==> src/core/sbtc_pkg.sv <==
// Constants for the sixteen-bit timer/counter block
package sbtc_pkg;
  // Register byte addresses
  localparam logic [7:0] ADDR_CNT_LO = 8'h00;
  localparam logic [7:0] ADDR_CNT_HI = 8'h04;
  localparam logic [7:0] ADDR_FLAG   = 8'h08;
  localparam logic [7:0] ADDR_CLR    = 8'h0C;
  localparam logic [7:0] ADDR_CTRL   = 8'h10;
  localparam logic [7:0] ADDR_EN     = 8'h14;
  // Control field positions
  localparam int CTRL_ON     = 0;
  localparam int CTRL_CS     = 1;
  localparam int CTRL_NOSYNC = 2;
  localparam int CTRL_OSCEN  = 3;
  localparam int CTRL_PS_LO  = 4;
  localparam int CTRL_PS_HI  = 5;
  localparam logic [7:0] CTRL_MASK = 8'h3F;
  localparam logic [7:0] CTRL_RST  = 8'h00;
  localparam logic [15:0] CNT_MAX  = 16'hFFFF;
  localparam logic [15:0] CNT_RST  = 16'h0000;
  // Instruction cycle is oscillator / 4
  localparam int OSCILLATOR_FREQUENCY_PER_INSN = 4;
  localparam logic [1:0] INSN_LAST = 2'(OSCILLATOR_FREQUENCY_PER_INSN - 1);
  localparam logic [1:0] PIN_ALL_IN = 2'h3;
  localparam logic [1:0] RESP_OKAY   = 2'h0;
  localparam logic [1:0] RESP_SLVERR = 2'h2;
  // Low bits of the prescaler that must be all ones for one output tick
  function automatic logic [2:0] ps_mask(input logic [1:0] sel);
    case (sel)
      2'h0:    ps_mask = 3'h0;
      2'h1:    ps_mask = 3'h1;
      2'h2:    ps_mask = 3'h3;
      default: ps_mask = 3'h7;
    endcase
  endfunction
endpackage

==> src/core/sbtc_top.sv <==
// Sixteen-bit timer/counter with prescaler, overflow interrupt and AXI4-Lite registers
`timescale 1ns/1ps
module sbtc_top (
  input  wire logic        MCLK,
  input  wire logic        RESETN,
  input  wire logic        AWVALID,
  output logic             AWREADY,
  input  wire logic [7:0]  AWADDR,
  input  wire logic        WVALID,
  output logic             WREADY,
  input  wire logic [31:0] WDATA,
  input  wire logic [3:0]  WSTRB,
  output logic             BVALID,
  input  wire logic        BREADY,
  output logic [1:0]       BRESP,
  input  wire logic        ARVALID,
  output logic             ARREADY,
  input  wire logic [7:0]  ARADDR,
  output logic             RVALID,
  input  wire logic        RREADY,
  output logic [31:0]      RDATA,
  output logic [1:0]       RRESP,
  input  wire logic        EXTERNAL_COUNT_INPUT,
  input  wire logic        OSC_INPUT_PIN,
  input  wire logic        CCP_TIMER_RESET,
  input  wire logic        SLEEP_MODE,
  input  wire logic [1:0]  PORT_B_DIRECTION,
  output logic [1:0]       PIN_DIRECTION,
  output logic             IRQ
);

  ////////////////////////////////////////////////////////////////////////////
  // Bus state
  logic        aw_got_ff, nxt_aw_got;
  logic        w_got_ff, nxt_w_got;
  logic [7:0]  awaddr_ff, nxt_awaddr;
  logic [7:0]  wdata_ff, nxt_wdata;
  logic        wstrb_ff, nxt_wstrb;
  logic        awready_ff, nxt_awready;
  logic        wready_ff, nxt_wready;
  logic        bvalid_ff, nxt_bvalid;
  logic [1:0]  bresp_ff, nxt_bresp;
  logic        arready_ff, nxt_arready;
  logic        rvalid_ff, nxt_rvalid;
  logic [7:0]  rdata_ff, nxt_rdata;
  logic [1:0]  rresp_ff, nxt_rresp;
  logic        wr_go;
  logic        wr_ok;
  // Timer state
  logic [15:0] cnt_ff, nxt_cnt;
  logic [7:0]  ctrl_ff, nxt_ctrl;
  logic        flag_ff, nxt_flag;
  logic        en_ff, nxt_en;
  logic        irq_ff, nxt_irq;
  logic [1:0]  pdir_ff, nxt_pdir;
  logic [1:0]  insn_ff, nxt_insn;
  logic [2:0]  psc_ff, nxt_psc;
  logic        src_prev_ff, nxt_src_prev;
  logic        sync1_ff, nxt_sync1;
  logic        sync2_ff, nxt_sync2;
  logic        src_pin, ev, psc_tick, inc, cnt_on, cs, nosync;
  logic        wr_lo, wr_hi, clr_wr;

  // Address decode shared by read and write paths
  function automatic logic mapped(input logic [7:0] a);
    mapped = (a == sbtc_pkg::ADDR_CNT_LO) || (a == sbtc_pkg::ADDR_CNT_HI) ||
             (a == sbtc_pkg::ADDR_FLAG) || (a == sbtc_pkg::ADDR_CLR) ||
             (a == sbtc_pkg::ADDR_CTRL) || (a == sbtc_pkg::ADDR_EN);
  endfunction

  ////////////////////////////////////////////////////////////////////////////
  // AXI4-Lite slave: address and data taken in either order, one at a time
  assign wr_go = aw_got_ff && w_got_ff && !bvalid_ff;
  assign wr_ok = wr_go && wstrb_ff && mapped(awaddr_ff);

  always_comb begin
    nxt_aw_got = aw_got_ff;
    nxt_w_got  = w_got_ff;
    nxt_awaddr = awaddr_ff;
    nxt_wdata  = wdata_ff;
    nxt_wstrb  = wstrb_ff;
    nxt_bvalid = bvalid_ff;
    nxt_bresp  = bresp_ff;
    if (AWVALID && awready_ff) begin
      nxt_aw_got = 1'b1;
      nxt_awaddr = AWADDR;
    end
    if (WVALID && wready_ff) begin
      nxt_w_got = 1'b1;
      nxt_wdata = WDATA[7:0];  // Registers are a byte wide
      nxt_wstrb = WSTRB[0];
    end
    if (wr_go) begin
      nxt_aw_got = 1'b0;
      nxt_w_got  = 1'b0;
      nxt_bvalid = 1'b1;
      nxt_bresp  = mapped(awaddr_ff) ? sbtc_pkg::RESP_OKAY : sbtc_pkg::RESP_SLVERR;
    end else if (bvalid_ff && BREADY) begin
      nxt_bvalid = 1'b0;
    end
    nxt_awready = !nxt_aw_got && !nxt_bvalid;
    nxt_wready  = !nxt_w_got && !nxt_bvalid;
    nxt_rvalid  = rvalid_ff;
    nxt_rdata   = rdata_ff;
    nxt_rresp   = rresp_ff;
    if (ARVALID && arready_ff) begin
      nxt_rvalid  = 1'b1;
      nxt_rresp   = mapped(ARADDR) ? sbtc_pkg::RESP_OKAY : sbtc_pkg::RESP_SLVERR;
      case (ARADDR)
        sbtc_pkg::ADDR_CNT_LO: nxt_rdata = cnt_ff[7:0];
        sbtc_pkg::ADDR_CNT_HI: nxt_rdata = cnt_ff[15:8];
        sbtc_pkg::ADDR_FLAG:   nxt_rdata = {7'h00, flag_ff};
        sbtc_pkg::ADDR_CTRL:   nxt_rdata = ctrl_ff;
        sbtc_pkg::ADDR_EN:     nxt_rdata = {7'h00, en_ff};
        default:               nxt_rdata = 8'h00;
      endcase
    end else if (rvalid_ff && RREADY) begin
      nxt_rvalid  = 1'b0;
    end
    // Address channel open whenever no read answer is pending, so it opens after reset
    nxt_arready = !nxt_rvalid;
  end

  // Bus registers
  always_ff @(posedge MCLK) begin
    if (!RESETN) begin
      aw_got_ff  <= 1'b0;
      w_got_ff   <= 1'b0;
      awaddr_ff  <= 8'h00;
      wdata_ff   <= 8'h00;
      wstrb_ff   <= 1'b0;
      awready_ff <= 1'b0;
      wready_ff  <= 1'b0;
      bvalid_ff  <= 1'b0;
      bresp_ff   <= 2'h0;
      arready_ff <= 1'b0;
      rvalid_ff  <= 1'b0;
      rdata_ff   <= 8'h00;
      rresp_ff   <= 2'h0;
    end else begin
      aw_got_ff  <= nxt_aw_got;
      w_got_ff   <= nxt_w_got;
      awaddr_ff  <= nxt_awaddr;
      wdata_ff   <= nxt_wdata;
      wstrb_ff   <= nxt_wstrb;
      awready_ff <= nxt_awready;
      wready_ff  <= nxt_wready;
      bvalid_ff  <= nxt_bvalid;
      bresp_ff   <= nxt_bresp;
      arready_ff <= nxt_arready;
      rvalid_ff  <= nxt_rvalid;
      rdata_ff   <= nxt_rdata;
      rresp_ff   <= nxt_rresp;
    end
  end

  assign AWREADY = awready_ff;
  assign WREADY  = wready_ff;
  assign BVALID  = bvalid_ff;
  assign BRESP   = bresp_ff;
  assign ARREADY = arready_ff;
  assign RVALID  = rvalid_ff;
  assign RDATA   = {24'h000000, rdata_ff};
  assign RRESP   = rresp_ff;

  ////////////////////////////////////////////////////////////////////////////
  // Clock source, prescaler and count
  assign cnt_on = ctrl_ff[sbtc_pkg::CTRL_ON];
  assign cs     = ctrl_ff[sbtc_pkg::CTRL_CS];
  assign nosync = ctrl_ff[sbtc_pkg::CTRL_NOSYNC];
  assign src_pin = ctrl_ff[sbtc_pkg::CTRL_OSCEN] ? OSC_INPUT_PIN
                                                 : EXTERNAL_COUNT_INPUT;
  // Source event: pin rising edge or instruction tick
  assign ev = cs ? (src_pin && !src_prev_ff)
                 : (insn_ff == sbtc_pkg::INSN_LAST);
  assign psc_tick = ev && cnt_on && ((psc_ff & sbtc_pkg::ps_mask(
                    ctrl_ff[sbtc_pkg::CTRL_PS_HI:sbtc_pkg::CTRL_PS_LO]))
                    == sbtc_pkg::ps_mask(
                    ctrl_ff[sbtc_pkg::CTRL_PS_HI:sbtc_pkg::CTRL_PS_LO]));
  // Synchronised path costs two cycles; sleep stops only the synchronised count, not the prescaler
  assign inc = cnt_on && ((!cs || nosync) ? psc_tick
                                          : (sync2_ff && !SLEEP_MODE));
  assign wr_lo  = wr_ok && (awaddr_ff == sbtc_pkg::ADDR_CNT_LO);
  assign wr_hi  = wr_ok && (awaddr_ff == sbtc_pkg::ADDR_CNT_HI);
  assign clr_wr = wr_ok && (awaddr_ff == sbtc_pkg::ADDR_CLR) && wdata_ff[0];

  always_comb begin
    nxt_insn     = insn_ff + 2'h1;
    nxt_src_prev = src_pin;
    nxt_psc      = (ev && cnt_on) ? psc_ff + 3'h1 : psc_ff;
    nxt_sync1    = psc_tick && cs && !nosync;
    nxt_sync2    = sync1_ff;
    nxt_cnt      = cnt_ff;
    if (CCP_TIMER_RESET) begin
      nxt_cnt = sbtc_pkg::CNT_RST;
    end else if (wr_lo) begin
      nxt_cnt = {cnt_ff[15:8], wdata_ff};
    end else if (wr_hi) begin
      nxt_cnt = {wdata_ff, cnt_ff[7:0]};
    end else if (inc) begin
      nxt_cnt = cnt_ff + 16'h0001;
    end
    // Set wins over a simultaneous clear
    nxt_flag = (flag_ff && !clr_wr) || (inc && !CCP_TIMER_RESET && !wr_lo && !wr_hi &&
               (cnt_ff == sbtc_pkg::CNT_MAX));
    nxt_ctrl = (wr_ok && awaddr_ff == sbtc_pkg::ADDR_CTRL) ?
               (wdata_ff & sbtc_pkg::CTRL_MASK) : ctrl_ff;
    nxt_en   = (wr_ok && awaddr_ff == sbtc_pkg::ADDR_EN) ? wdata_ff[0] : en_ff;
    nxt_irq  = nxt_flag && nxt_en;
    nxt_pdir = nxt_ctrl[sbtc_pkg::CTRL_OSCEN] ? sbtc_pkg::PIN_ALL_IN
                                              : PORT_B_DIRECTION;
  end

  // Timer registers
  always_ff @(posedge MCLK) begin
    if (!RESETN) begin
      insn_ff     <= 2'h0;
      src_prev_ff <= 1'b0;
      psc_ff      <= 3'h0;
      sync1_ff    <= 1'b0;
      sync2_ff    <= 1'b0;
      cnt_ff      <= sbtc_pkg::CNT_RST;
      flag_ff     <= 1'b0;
      ctrl_ff     <= sbtc_pkg::CTRL_RST;
      en_ff       <= 1'b0;
      irq_ff      <= 1'b0;
      pdir_ff     <= 2'h0;
    end else begin
      insn_ff     <= nxt_insn;
      src_prev_ff <= nxt_src_prev;
      psc_ff      <= nxt_psc;
      sync1_ff    <= nxt_sync1;
      sync2_ff    <= nxt_sync2;
      cnt_ff      <= nxt_cnt;
      flag_ff     <= nxt_flag;
      ctrl_ff     <= nxt_ctrl;
      en_ff       <= nxt_en;
      irq_ff      <= nxt_irq;
      pdir_ff     <= nxt_pdir;
    end
  end

  assign IRQ           = irq_ff;
  assign PIN_DIRECTION = pdir_ff;
endmodule

==> config.mk <==
export PLATFORM = sky130hd
export DESIGN_NAME = sbtc_top
export DESIGN_NICKNAME = d
export VERILOG_FILES = /design/src/core/sbtc_pkg.sv /design/src/core/sbtc_top.sv
export SDC_FILE = /design/constraint.sdc
export NUM_CORES = 1
export LEC_CHECK = 0
export BUFFER_PORTS_ARGS = -buffer_cell sky130_fd_sc_hd__buf_2
export CORE_ASPECT_RATIO = 2
export CORE_MARGIN = 5
export CORE_UTILIZATION = 51
export DETAILED_ROUTE_END_ITERATION = 12
export GPL_ROUTABILITY_DRIVEN = 0
export PLACE_DENSITY = 0.8
export SLEW_MARGIN = 30
export SYNTH_ARGS = -nofsm -noshare
export SYNTH_HDL_FRONTEND = slang
export SYNTH_SLANG_ARGS = --single-unit
==> constraint.sdc <==
create_clock -name MCLK -period 2.3 [get_ports MCLK]
set_input_delay 0.115 -clock MCLK [delete_from_list [all_inputs] [get_ports MCLK]]
set_output_delay 0.115 -clock MCLK [all_outputs]
set_load 0.1 [all_outputs]
==> results.tsv, run 1 <==
metric	value	unit
fin area	4080	sq um
Place WS	224	ps
top_reg_cell synth	dfxtp_1	
die height	127	um
Critical Path AT	2360	ps
antenna violations before repair	0	
slew margin rel.	38.7	%
Avg WL per Cell	16.1	um
antenna-violating nets left	0	
r2r setup slk	230	ps
Final Power	3.09	mW
post-CTS setup buffers	0	
Hold Crit Class	in2reg	
initial core utilization	52.4	%
Via density	5.50	
Vias	3042	
buffers added on ports	55	
Mapped Avg Cell Area	8.70	sq um
register area share after synthesis	39.5	%
Die W	68.6	um
CTS H-Tree Depth	3	
Die ar.	8720	sq um
fin crit share	90.2	%
Bufs on Longest Clock Path	2	
RSZ-0062 raised after global routing	false	
DRT Pass-1 Iters	5	
synth unique cells	62	
post-layout net count	528	
dpl cell area	3740	sq um
Reg2Reg Depth	7	
CTS Buf Count	9	
initial drt markers	138	
global route overflow	0	
root buffer cell	clkbuf_16	
Final min period	2070	ps
worst slew pin tran	917	ps
layout cells sized above 1	21.3	%
Final Skew	6.87	ps
final hold slack	22.6	ps
pin count of the biggest net entering global routing	49	
Req. time, crit path	2580	ps
clk_lat worst skew	340	ps
Max FO, Critical Path	7	
VDD IR max	0.579	mV
final WL	8900	um
Seq cells post-synth	69	
core area	6670	sq um
Sum Neg Setup Slack	0	ps
CTS tree	yes	
vias in the first global route	3132	
Slew Viols, Final	0	
Synth area leaders	dfxtp_1, nand2_1, buf_4	
synthesized area	3500	sq um
hold path start	AWADDR[3]	
first-pass GRT wire length	14700	um
standby leakage power	1.67	nW
Final Setup Violations	0	
Worst setup EP type	flip-flop	
EDFF count, synth	0	
Gate Count Post-Synth	402	
Max-cap violations	0	
DP HPWL	6710	um
hold endpoint	awaddr_ff[3]	
Cell Pwr Density	759	nW/um^2
r2r startpoint	BVALID	
final core utilization	61.1	%
# rows	42	
DRC	0	
synthesis-to-finish area growth	16.5	%
final hold violations	0	
Synth top area share	39.5	%
synthesis warning total	0	
Sink Count	69	
WHS Path Cells	3	
diode count	0	
outcome	completed	
dominant cell type by area after synthesis	dfxtp_1	
Reg-to-Reg End	IRQ	
Clock transition at path regs	50	ps
critical path class	reg2reg	
worst setup margin	225	ps
asr flop ratio synth	0	%
io pins	109	
placed instance count	535	
critical path launch point type	flip-flop	
Global Route Usage Sum	22.8	%
Non-Filler Instances	553	
Max Clock Freq	0.482	GHz
==> worst max path at each step <==
stage / startpoint / end / slack, ps / depth (start not counted)
6_report: BVALID / IRQ / 230 / 7
5_1_grt: BVALID / flag_ff / 5 / 7
4_1_cts: BVALID / IRQ / 210 / 7
3_5_place_dp: awaddr_ff[5] / flag_ff / 220 / 7
3_3_place_gp: awaddr_ff[5] / flag_ff / 240 / 7
2_1_floorplan: BVALID / flag_ff / 100 / 8
==> critical path, cell delays in order (launching register included) <==
cell     delay (ps)
dfxtp_2         340
and3b_1         200
nand4_2         160
or3_1           270
nand3_1         160
or4b_1          540
o21ai_0         200
and2_1          150
==> kinds of logic after synthesis <==
kind of cell	count (synthesis)	share of synthesized area [%]
mux	20	6.19
buf+inv	48	9.16
compound gates	80	15.6
fa+ha+maj	3	1.07
other cells	1	0.107
flops	69	39.5
simple gates	176	27.1
xor+xnor	5	1.25
==> what timing repair did <==
item	in CTS	in global routing
hold buffers	2	0
resized for setup	0	0
endpoints found under the setup margin	0	0
hold endpoints to repair	2	0
==> flip-flops by register name, indices dropped and copies added (netlist names), 2 cells and up <==
signal         flops
wdata_ff           8
PIN_DIRECTION      2
rdata_ff           8
awaddr_ff          8
psc_ff             3
ctrl_ff            6
cnt_ff            16
insn_ff            2
==> where the power goes <==
part | internal (mW) | leakage [nW] | switching [mW]
Combinational | 0.0775 | 0.948 | 0.346
Clock | 0.920 | 0.158 | 0.496
Sequential | 1.23 | 0.561 | 0.0262
Total | 2.23 | 1.67 | 0.868
==> Yosys cell counts, types with 4 or more instances <==
cell	instances
a211oi_1	5
a21boi_0	19
a21oi_1	13
a22o_1	5
and2_1	10
and3_1	4
buf_4	26
clkbuf_1	13
dfxtp_1	69
mux2i_1	16
nand2_1	61
nand2b_1	6
nand3_1	13
nor2_1	17
nor2b_1	13
nor3_1	20
o21ai_0	15
o221ai_1	4
o31ai_1	4
or3_1	4
==> placed cells by master, fill, tap and decap left out, drive strengths merged, types with 5 or more instances in the layout <==
cell type	n
conb	26
nor2b	13
a211oi	5
nand2b	6
or3	5
clkbuf	12
nand2	61
nor3	21
a21oi	13
nand3	13
buf	65
a21boi	19
mux2i	16
dfxtp	69
a22o	5
o21ai	15
and2	11
nor2	17
==> area by class of cell <==
cell class	count	area, sq um
multi-input cells	310	1890
flip-flops and latches	69	1380
clock inverters	4	45.0
clock buffers	12	267
well taps	88	110
inverters	3	11.3
fillers	591	2600
repair buffers	67	370
==> metal layers <==
layer  wire length [um]  GRT usage [%]  share of wire, %  vias to the layer above
met2               5000           40.5                56                      105
met3                455           5.27               5.1                       39
met5                  0              0                 0                        -
met4                610           17.0               6.9                        0
met1               2830           21.2                32                     1412
li1                   -              -                 -                     1486
Note: power is estimated with default switching activity, not from simulation.
==> inputs of run 2 (changes only) <==
--- a/config.mk
+++ b/config.mk
@@ -9,9 +9,11 @@
 export CORE_ASPECT_RATIO = 2
 export CORE_MARGIN = 5
 export CORE_UTILIZATION = 51
+export CTS_BUF_LIST = sky130_fd_sc_hd__clkbuf_16
 export DETAILED_ROUTE_END_ITERATION = 12
 export GPL_ROUTABILITY_DRIVEN = 0
 export PLACE_DENSITY = 0.8
+export SETUP_SLACK_MARGIN = 0.3
 export SLEW_MARGIN = 30
 export SYNTH_ARGS = -nofsm -noshare
 export SYNTH_HDL_FRONTEND = slang
==> results.tsv, run 2 (synthesis results as in run 1) <==
metric	value	unit	change
combinational power share	13.2	%	-0.5 points
layout cells sized above 1	24.7	%	+3.4 points
Max Clock Freq	0.501	GHz	+3.9%
Bufs on Longest Clock Path	2		unchanged
DRT Pass-1 Iters	4		-1
worst setup margin	304	ps	+78.8 ps
sequential cell area	1390	sq um	+0.63%
dpl cell area	3750	sq um	+0.23%
Max FO, Critical Path	4		-3
vias in the first global route	3120		-0.38%
pin count of the biggest net entering global routing	31		-37%
Slew Viols, Final	0		unchanged
critical path class	reg2reg		
VDD IR max	0.633	mV	+9.2%
multi-input logic area	1930	sq um	+2.0%
share of total power in the clock network	47.7	%	+1.9 points
Via density	5.56		+1.0%
Final Setup Violations	0		unchanged
Req. time, crit path	2560	ps	-20 ps
clk_lat worst skew	340	ps	about the same
RSZ-0062 raised after global routing	true		
CTS H-Tree Depth	3		unchanged
antenna-violating nets left	0		unchanged
DP HPWL	6830	um	+1.8%
Worst setup EP type	flip-flop		
Die ar.	8720	sq um	unchanged
final hold slack	21.1	ps	-1.56 ps
most common cell after layout, fill and taps aside	dfxtp_1		
Int Power	2.32	mW	+4.1%
switching part of the total	27.8	%	-0.25 points
DRC	0		unchanged
final WL	8970	um	+0.79%
Sink Count	69		unchanged
standby leakage power	1.71	nW	+2.7%
critical path launch point type	flip-flop		
Final Skew	6.58	ps	-0.288 ps
outcome	completed		
Psw	0.893	mW	+2.8%
diode count	0		unchanged
antenna violations before repair	0		unchanged
# rows	42		unchanged
CTS tree	yes		
die height	127	um	unchanged
global route overflow	0		unchanged
Final min period	2000	ps	-78.8 ps
Hold Crit Class	in2reg		
most frequent cells in the layout	dfxtp_1, nand2_1, buf_2		
Vias	3096		+1.8%
first-pass GRT wire length	14400	um	-2.3%
Global Route Usage Sum	22.3	%	-0.54 points
initial core utilization	52.4	%	unchanged
Avg WL per Cell	16.1	um	about the same
Sum Neg Setup Slack	0	ps	unchanged
slew margin rel.	60.3	%	+22 points
Critical Path AT	2260	ps	-100 ps
post-layout net count	532		+0.76%
Cell Pwr Density	769	nW/um^2	+1.3%
fin crit share	86.8	%	-3.4 points
Final Power	3.21	mW	+3.7%
synthesis-to-finish area growth	19.3	%	
CTS Buf Count	9		unchanged
Fill cells	597		+1.0%
max reg flops	16		unchanged
final hold violations	0		unchanged
Die W	68.6	um	unchanged
buffers added on ports	55		unchanged
worst slew pin tran	589	ps	-328 ps
initial drt markers	144		+4.3%
Most flops, register	cnt_ff		
Seq pwr share	39.1	%	-1.4 points
Place WS	264	ps	+39.7 ps
Clock transition at path regs	60	ps	about the same
core area	6670	sq um	unchanged
Max-cap violations	0		unchanged
io pins	109		unchanged
fin area	4180	sq um	+2.4%
root buffer cell	clkbuf_16		
==> run 2: changes by cell type in the layout (fill, tap and decap cells not counted), sizes merged <==
cell,previous run,this run
buf,65,69
clkinv,3,4
clkbuf,12,10
bufinv,1,2
==> run 2: final timing paths <==
kind	from	endpoint	slack, ps	depth (start not counted)
hold reg to reg	nxt_sync2	sync2_ff	440	1
setup / recovery	ctrl_ff[3]	cnt_ff[13]	300	7
hold / removal	AWADDR[4]	awaddr_ff[4]	20	3
setup reg to reg	ctrl_ff[3]	cnt_ff[13]	300	7
==> run 2: area by class of cell <==
class / count / share of cell area (%)
Inverter: 3 / 0.270
Clock buffer: 10 / 5.99
Tap cell: 88 / 2.64
Multi-Input combinational cell: 310 / 46.2
Clock inverter: 6 / 2.01
Timing Repair Buffer: 71 / 9.59
Sequential cell: 69 / 33.3
==> run 2: metal layers <==
layer	wire length, um	global-route usage, %
met1	2970	20.7
met2	4800	38.4
met3	461	4.39
met4	735	19.9
met5	0	0
==> run 2: metrics by stage <==
| stage | utilization, % | instances |
|---|---|---|
| 4_1_cts | 61.8 | 554 |
| 6_report | 62.6 | 557 |
| 3_5_place_dp | 56.2 | 535 |
| 5_1_grt | 62.6 | 557 |
| 3_3_place_gp | 56.2 | 535 |
| 2_1_floorplan | - | 427 |
==> run 2: worst max-delay path, cell delays in order (launching register included) <==
cell       delay [ps]
dfxtp_1           330
mux2i_2           180
a2bb2oi_2         160
a221o_1           330
a21o_1            230
nor3_4            190
or3b_1            370
a31oi_1           130
==> run 2: power by group through the flow <==
stage	registers (mW)	clock network (mW)	logic [mW]
finish	1.26	1.53	0.425
global route	1.26	1.59	0.447
CTS	1.25	1.55	0.421
detailed placement	1.28	0	0.416
global placement	1.28	0	0.411
floorplan	1.34	0	0.320
==> run 2: timing repair <==
item                                    4_1_cts  5_1_grt
hold buffers                                  2        0
gates resized for setup                       5        7
pin swaps                                     2        4
buffers inserted                              1        3
hold endpoints to repair                      2        0
endpoints found under the setup margin       10       11
==> inputs of run 3 (changes only) <==
--- a/config.mk
+++ b/config.mk
@@ -5,7 +5,7 @@
 export SDC_FILE = /design/constraint.sdc
 export NUM_CORES = 1
 export LEC_CHECK = 0
-export BUFFER_PORTS_ARGS = -buffer_cell sky130_fd_sc_hd__buf_2
+export BUFFER_PORTS_ARGS = -buffer_cell sky130_fd_sc_hd__buf_4
 export CORE_ASPECT_RATIO = 2
 export CORE_MARGIN = 5
 export CORE_UTILIZATION = 51
==> results.tsv, run 3 (synthesis results as in run 1) <==
metric	value	unit	change
Sink Count	69		unchanged
# rows	42		unchanged
root buffer cell	clkbuf_16		
Max FO, Critical Path	5		+1
Fill cells	540		-9.5%
post-layout net count	528		-0.75%
clk_lat worst skew	340	ps	about the same
DP HPWL	6660	um	-2.5%
Worst setup EP type	flip-flop		
DRC	0		unchanged
Via density	5.60		+0.76%
most common cell after layout, fill and taps aside	buf_4		
antenna-violating nets left	0		unchanged
multi-input logic area	1950	sq um	+1.2%
CTS tree	yes		
Most flops, register	cnt_ff		
dpl cell area	3860	sq um	+2.9%
Hold Crit Class	in2reg		
die height	127	um	unchanged
final core utilization	65.6	%	+3.1 points
sequential cell area	1390	sq um	about the same
Final Skew	6.22	ps	-0.367 ps
Critical Path AT	2260	ps	about the same
Req. time, crit path	2530	ps	-30 ps
initial drt markers	204		+42%
Max-cap violations	0		unchanged
pin count of the biggest net entering global routing	50		+61%
Avg WL per Cell	16.0	um	-0.48%
Final min period	2030	ps	+35.0 ps
Final Setup Violations	0		unchanged
critical path's slowest cell	or4_1		
final WL	8860	um	-1.2%
fin area	4380	sq um	+4.9%
Clock transition at path regs	60	ps	about the same
r2r setup slk	270	ps	-30 ps
layout cells sized above 1	24.3	%	-0.43 points
Max Clock Freq	0.492	GHz	-1.7%
Reg2Reg Depth	8		+1
max reg flops	16		unchanged
critical path launch point type	flip-flop		
global route overflow	0		unchanged
outcome	completed		
Cell Pwr Density	812	nW/um^2	+5.7%
max incr delay on CP	460	ps	+90 ps
buffers added on ports	55		unchanged
standby leakage power	1.75	nW	+2.3%
Bufs on Longest Clock Path	2		unchanged
CTS Buf Count	9		unchanged
Vias	3097		+0.032%
Global Route Usage Sum	21.2	%	-1.1 points
fin crit share	88.3	%	+1.5 points
Die W	68.6	um	unchanged
Die ar.	8720	sq um	unchanged
DRT Pass-1 Iters	4		unchanged
slew margin rel.	56.9	%	-3.4 points
critical path class	reg2reg		
final hold violations	0		unchanged
initial core utilization	52.4	%	unchanged
synthesis-to-finish area growth	25.2	%	
critical path, cell by cell	ha_1 > and2b_1 > a2bb2oi_2 > a221o_1 > a21o_4 > or4_1 > nand3_1 > a31oi_1		
CTS H-Tree Depth	3		unchanged
diode count	0		unchanged
vias in the first global route	3031		-2.9%
final hold slack	35.6	ps	+14.5 ps
most frequent cells in the layout	buf_4, dfxtp_1, nand2_1		
first-pass GRT wire length	13800	um	-4.1%
Slew Viols, Final	0		unchanged
io pins	109		unchanged
worst slew pin tran	640	ps	+50.3 ps
WHS Path Cells	3		unchanged
Sum Neg Setup Slack	0	ps	unchanged
VDD IR max	0.640	mV	+1.3%
core area	6670	sq um	unchanged
RSZ-0062 raised after global routing	true		
antenna violations before repair	0		unchanged
run 3: where the power goes:
group          total, mW  switching, mW  internal (mW)
clock network       1.85          0.512           1.34
registers           1.26         0.0334           1.23
logic              0.443          0.341          0.102
total               3.56          0.886           2.67
run 3: worst paths after layout:
path                   start           end
setup / recovery  insn_ff[0]    cnt_ff[13]
hold / removal     AWADDR[7]  awaddr_ff[7]
setup reg to reg  insn_ff[0]    cnt_ff[13]
hold reg to reg   insn_ff[0]    insn_ff[0]
run 3: area by class of cell:
type / instances / area share, %
Clock buffer: 10 / 5.71
Clock inverter: 6 / 3.54
Inverter: 3 / 0.257
Multi-Input combinational cell: 310 / 44.6
Sequential cell: 69 / 31.8
Tap cell: 88 / 2.51
Timing Repair Buffer: 67 / 11.6
run 3: what timing repair did:
action,CTS,global route
endpoints found under the setup margin,5,10
setup buffers,2,2
hold endpoints to repair,2,0
resized for setup,6,11
hold buffers,2,0
run 3: worst max-delay path: cells and delay by family (launching register included):
kind / cells / cell delay [ps]
AOI/OAI and AO/OA: 4 / 750
adders and majority gates: 1 / 140
DFF: 1 / 330
and+or+nand+nor: 3 / 710
run 3: layer usage:
| metal | up-vias | track usage, % | part of all wire, % |
|---|---|---|---|
| li1 | 1481 | - | - |
| met1 | 1434 | 19.6 | 32 |
| met2 | 126 | 37.2 | 54 |
| met3 | 56 | 4.13 | 6.3 |
| met4 | 0 | 17.8 | 8.2 |
| met5 | - | 0 | 0 |
run 3: per-stage QoR:
| stage | worst slack, ps | total power [mW] | cells |
|---|---|---|---|
| floorplan | 305 | 1.66 | 427 |
| global placement | 298 | 1.71 | 531 |
| detailed placement | 270 | 1.72 | 531 |
| CTS | 285 | 3.57 | 551 |
| global route | 176 | 3.64 | 553 |
| finish | 269 | 3.56 | 553 |
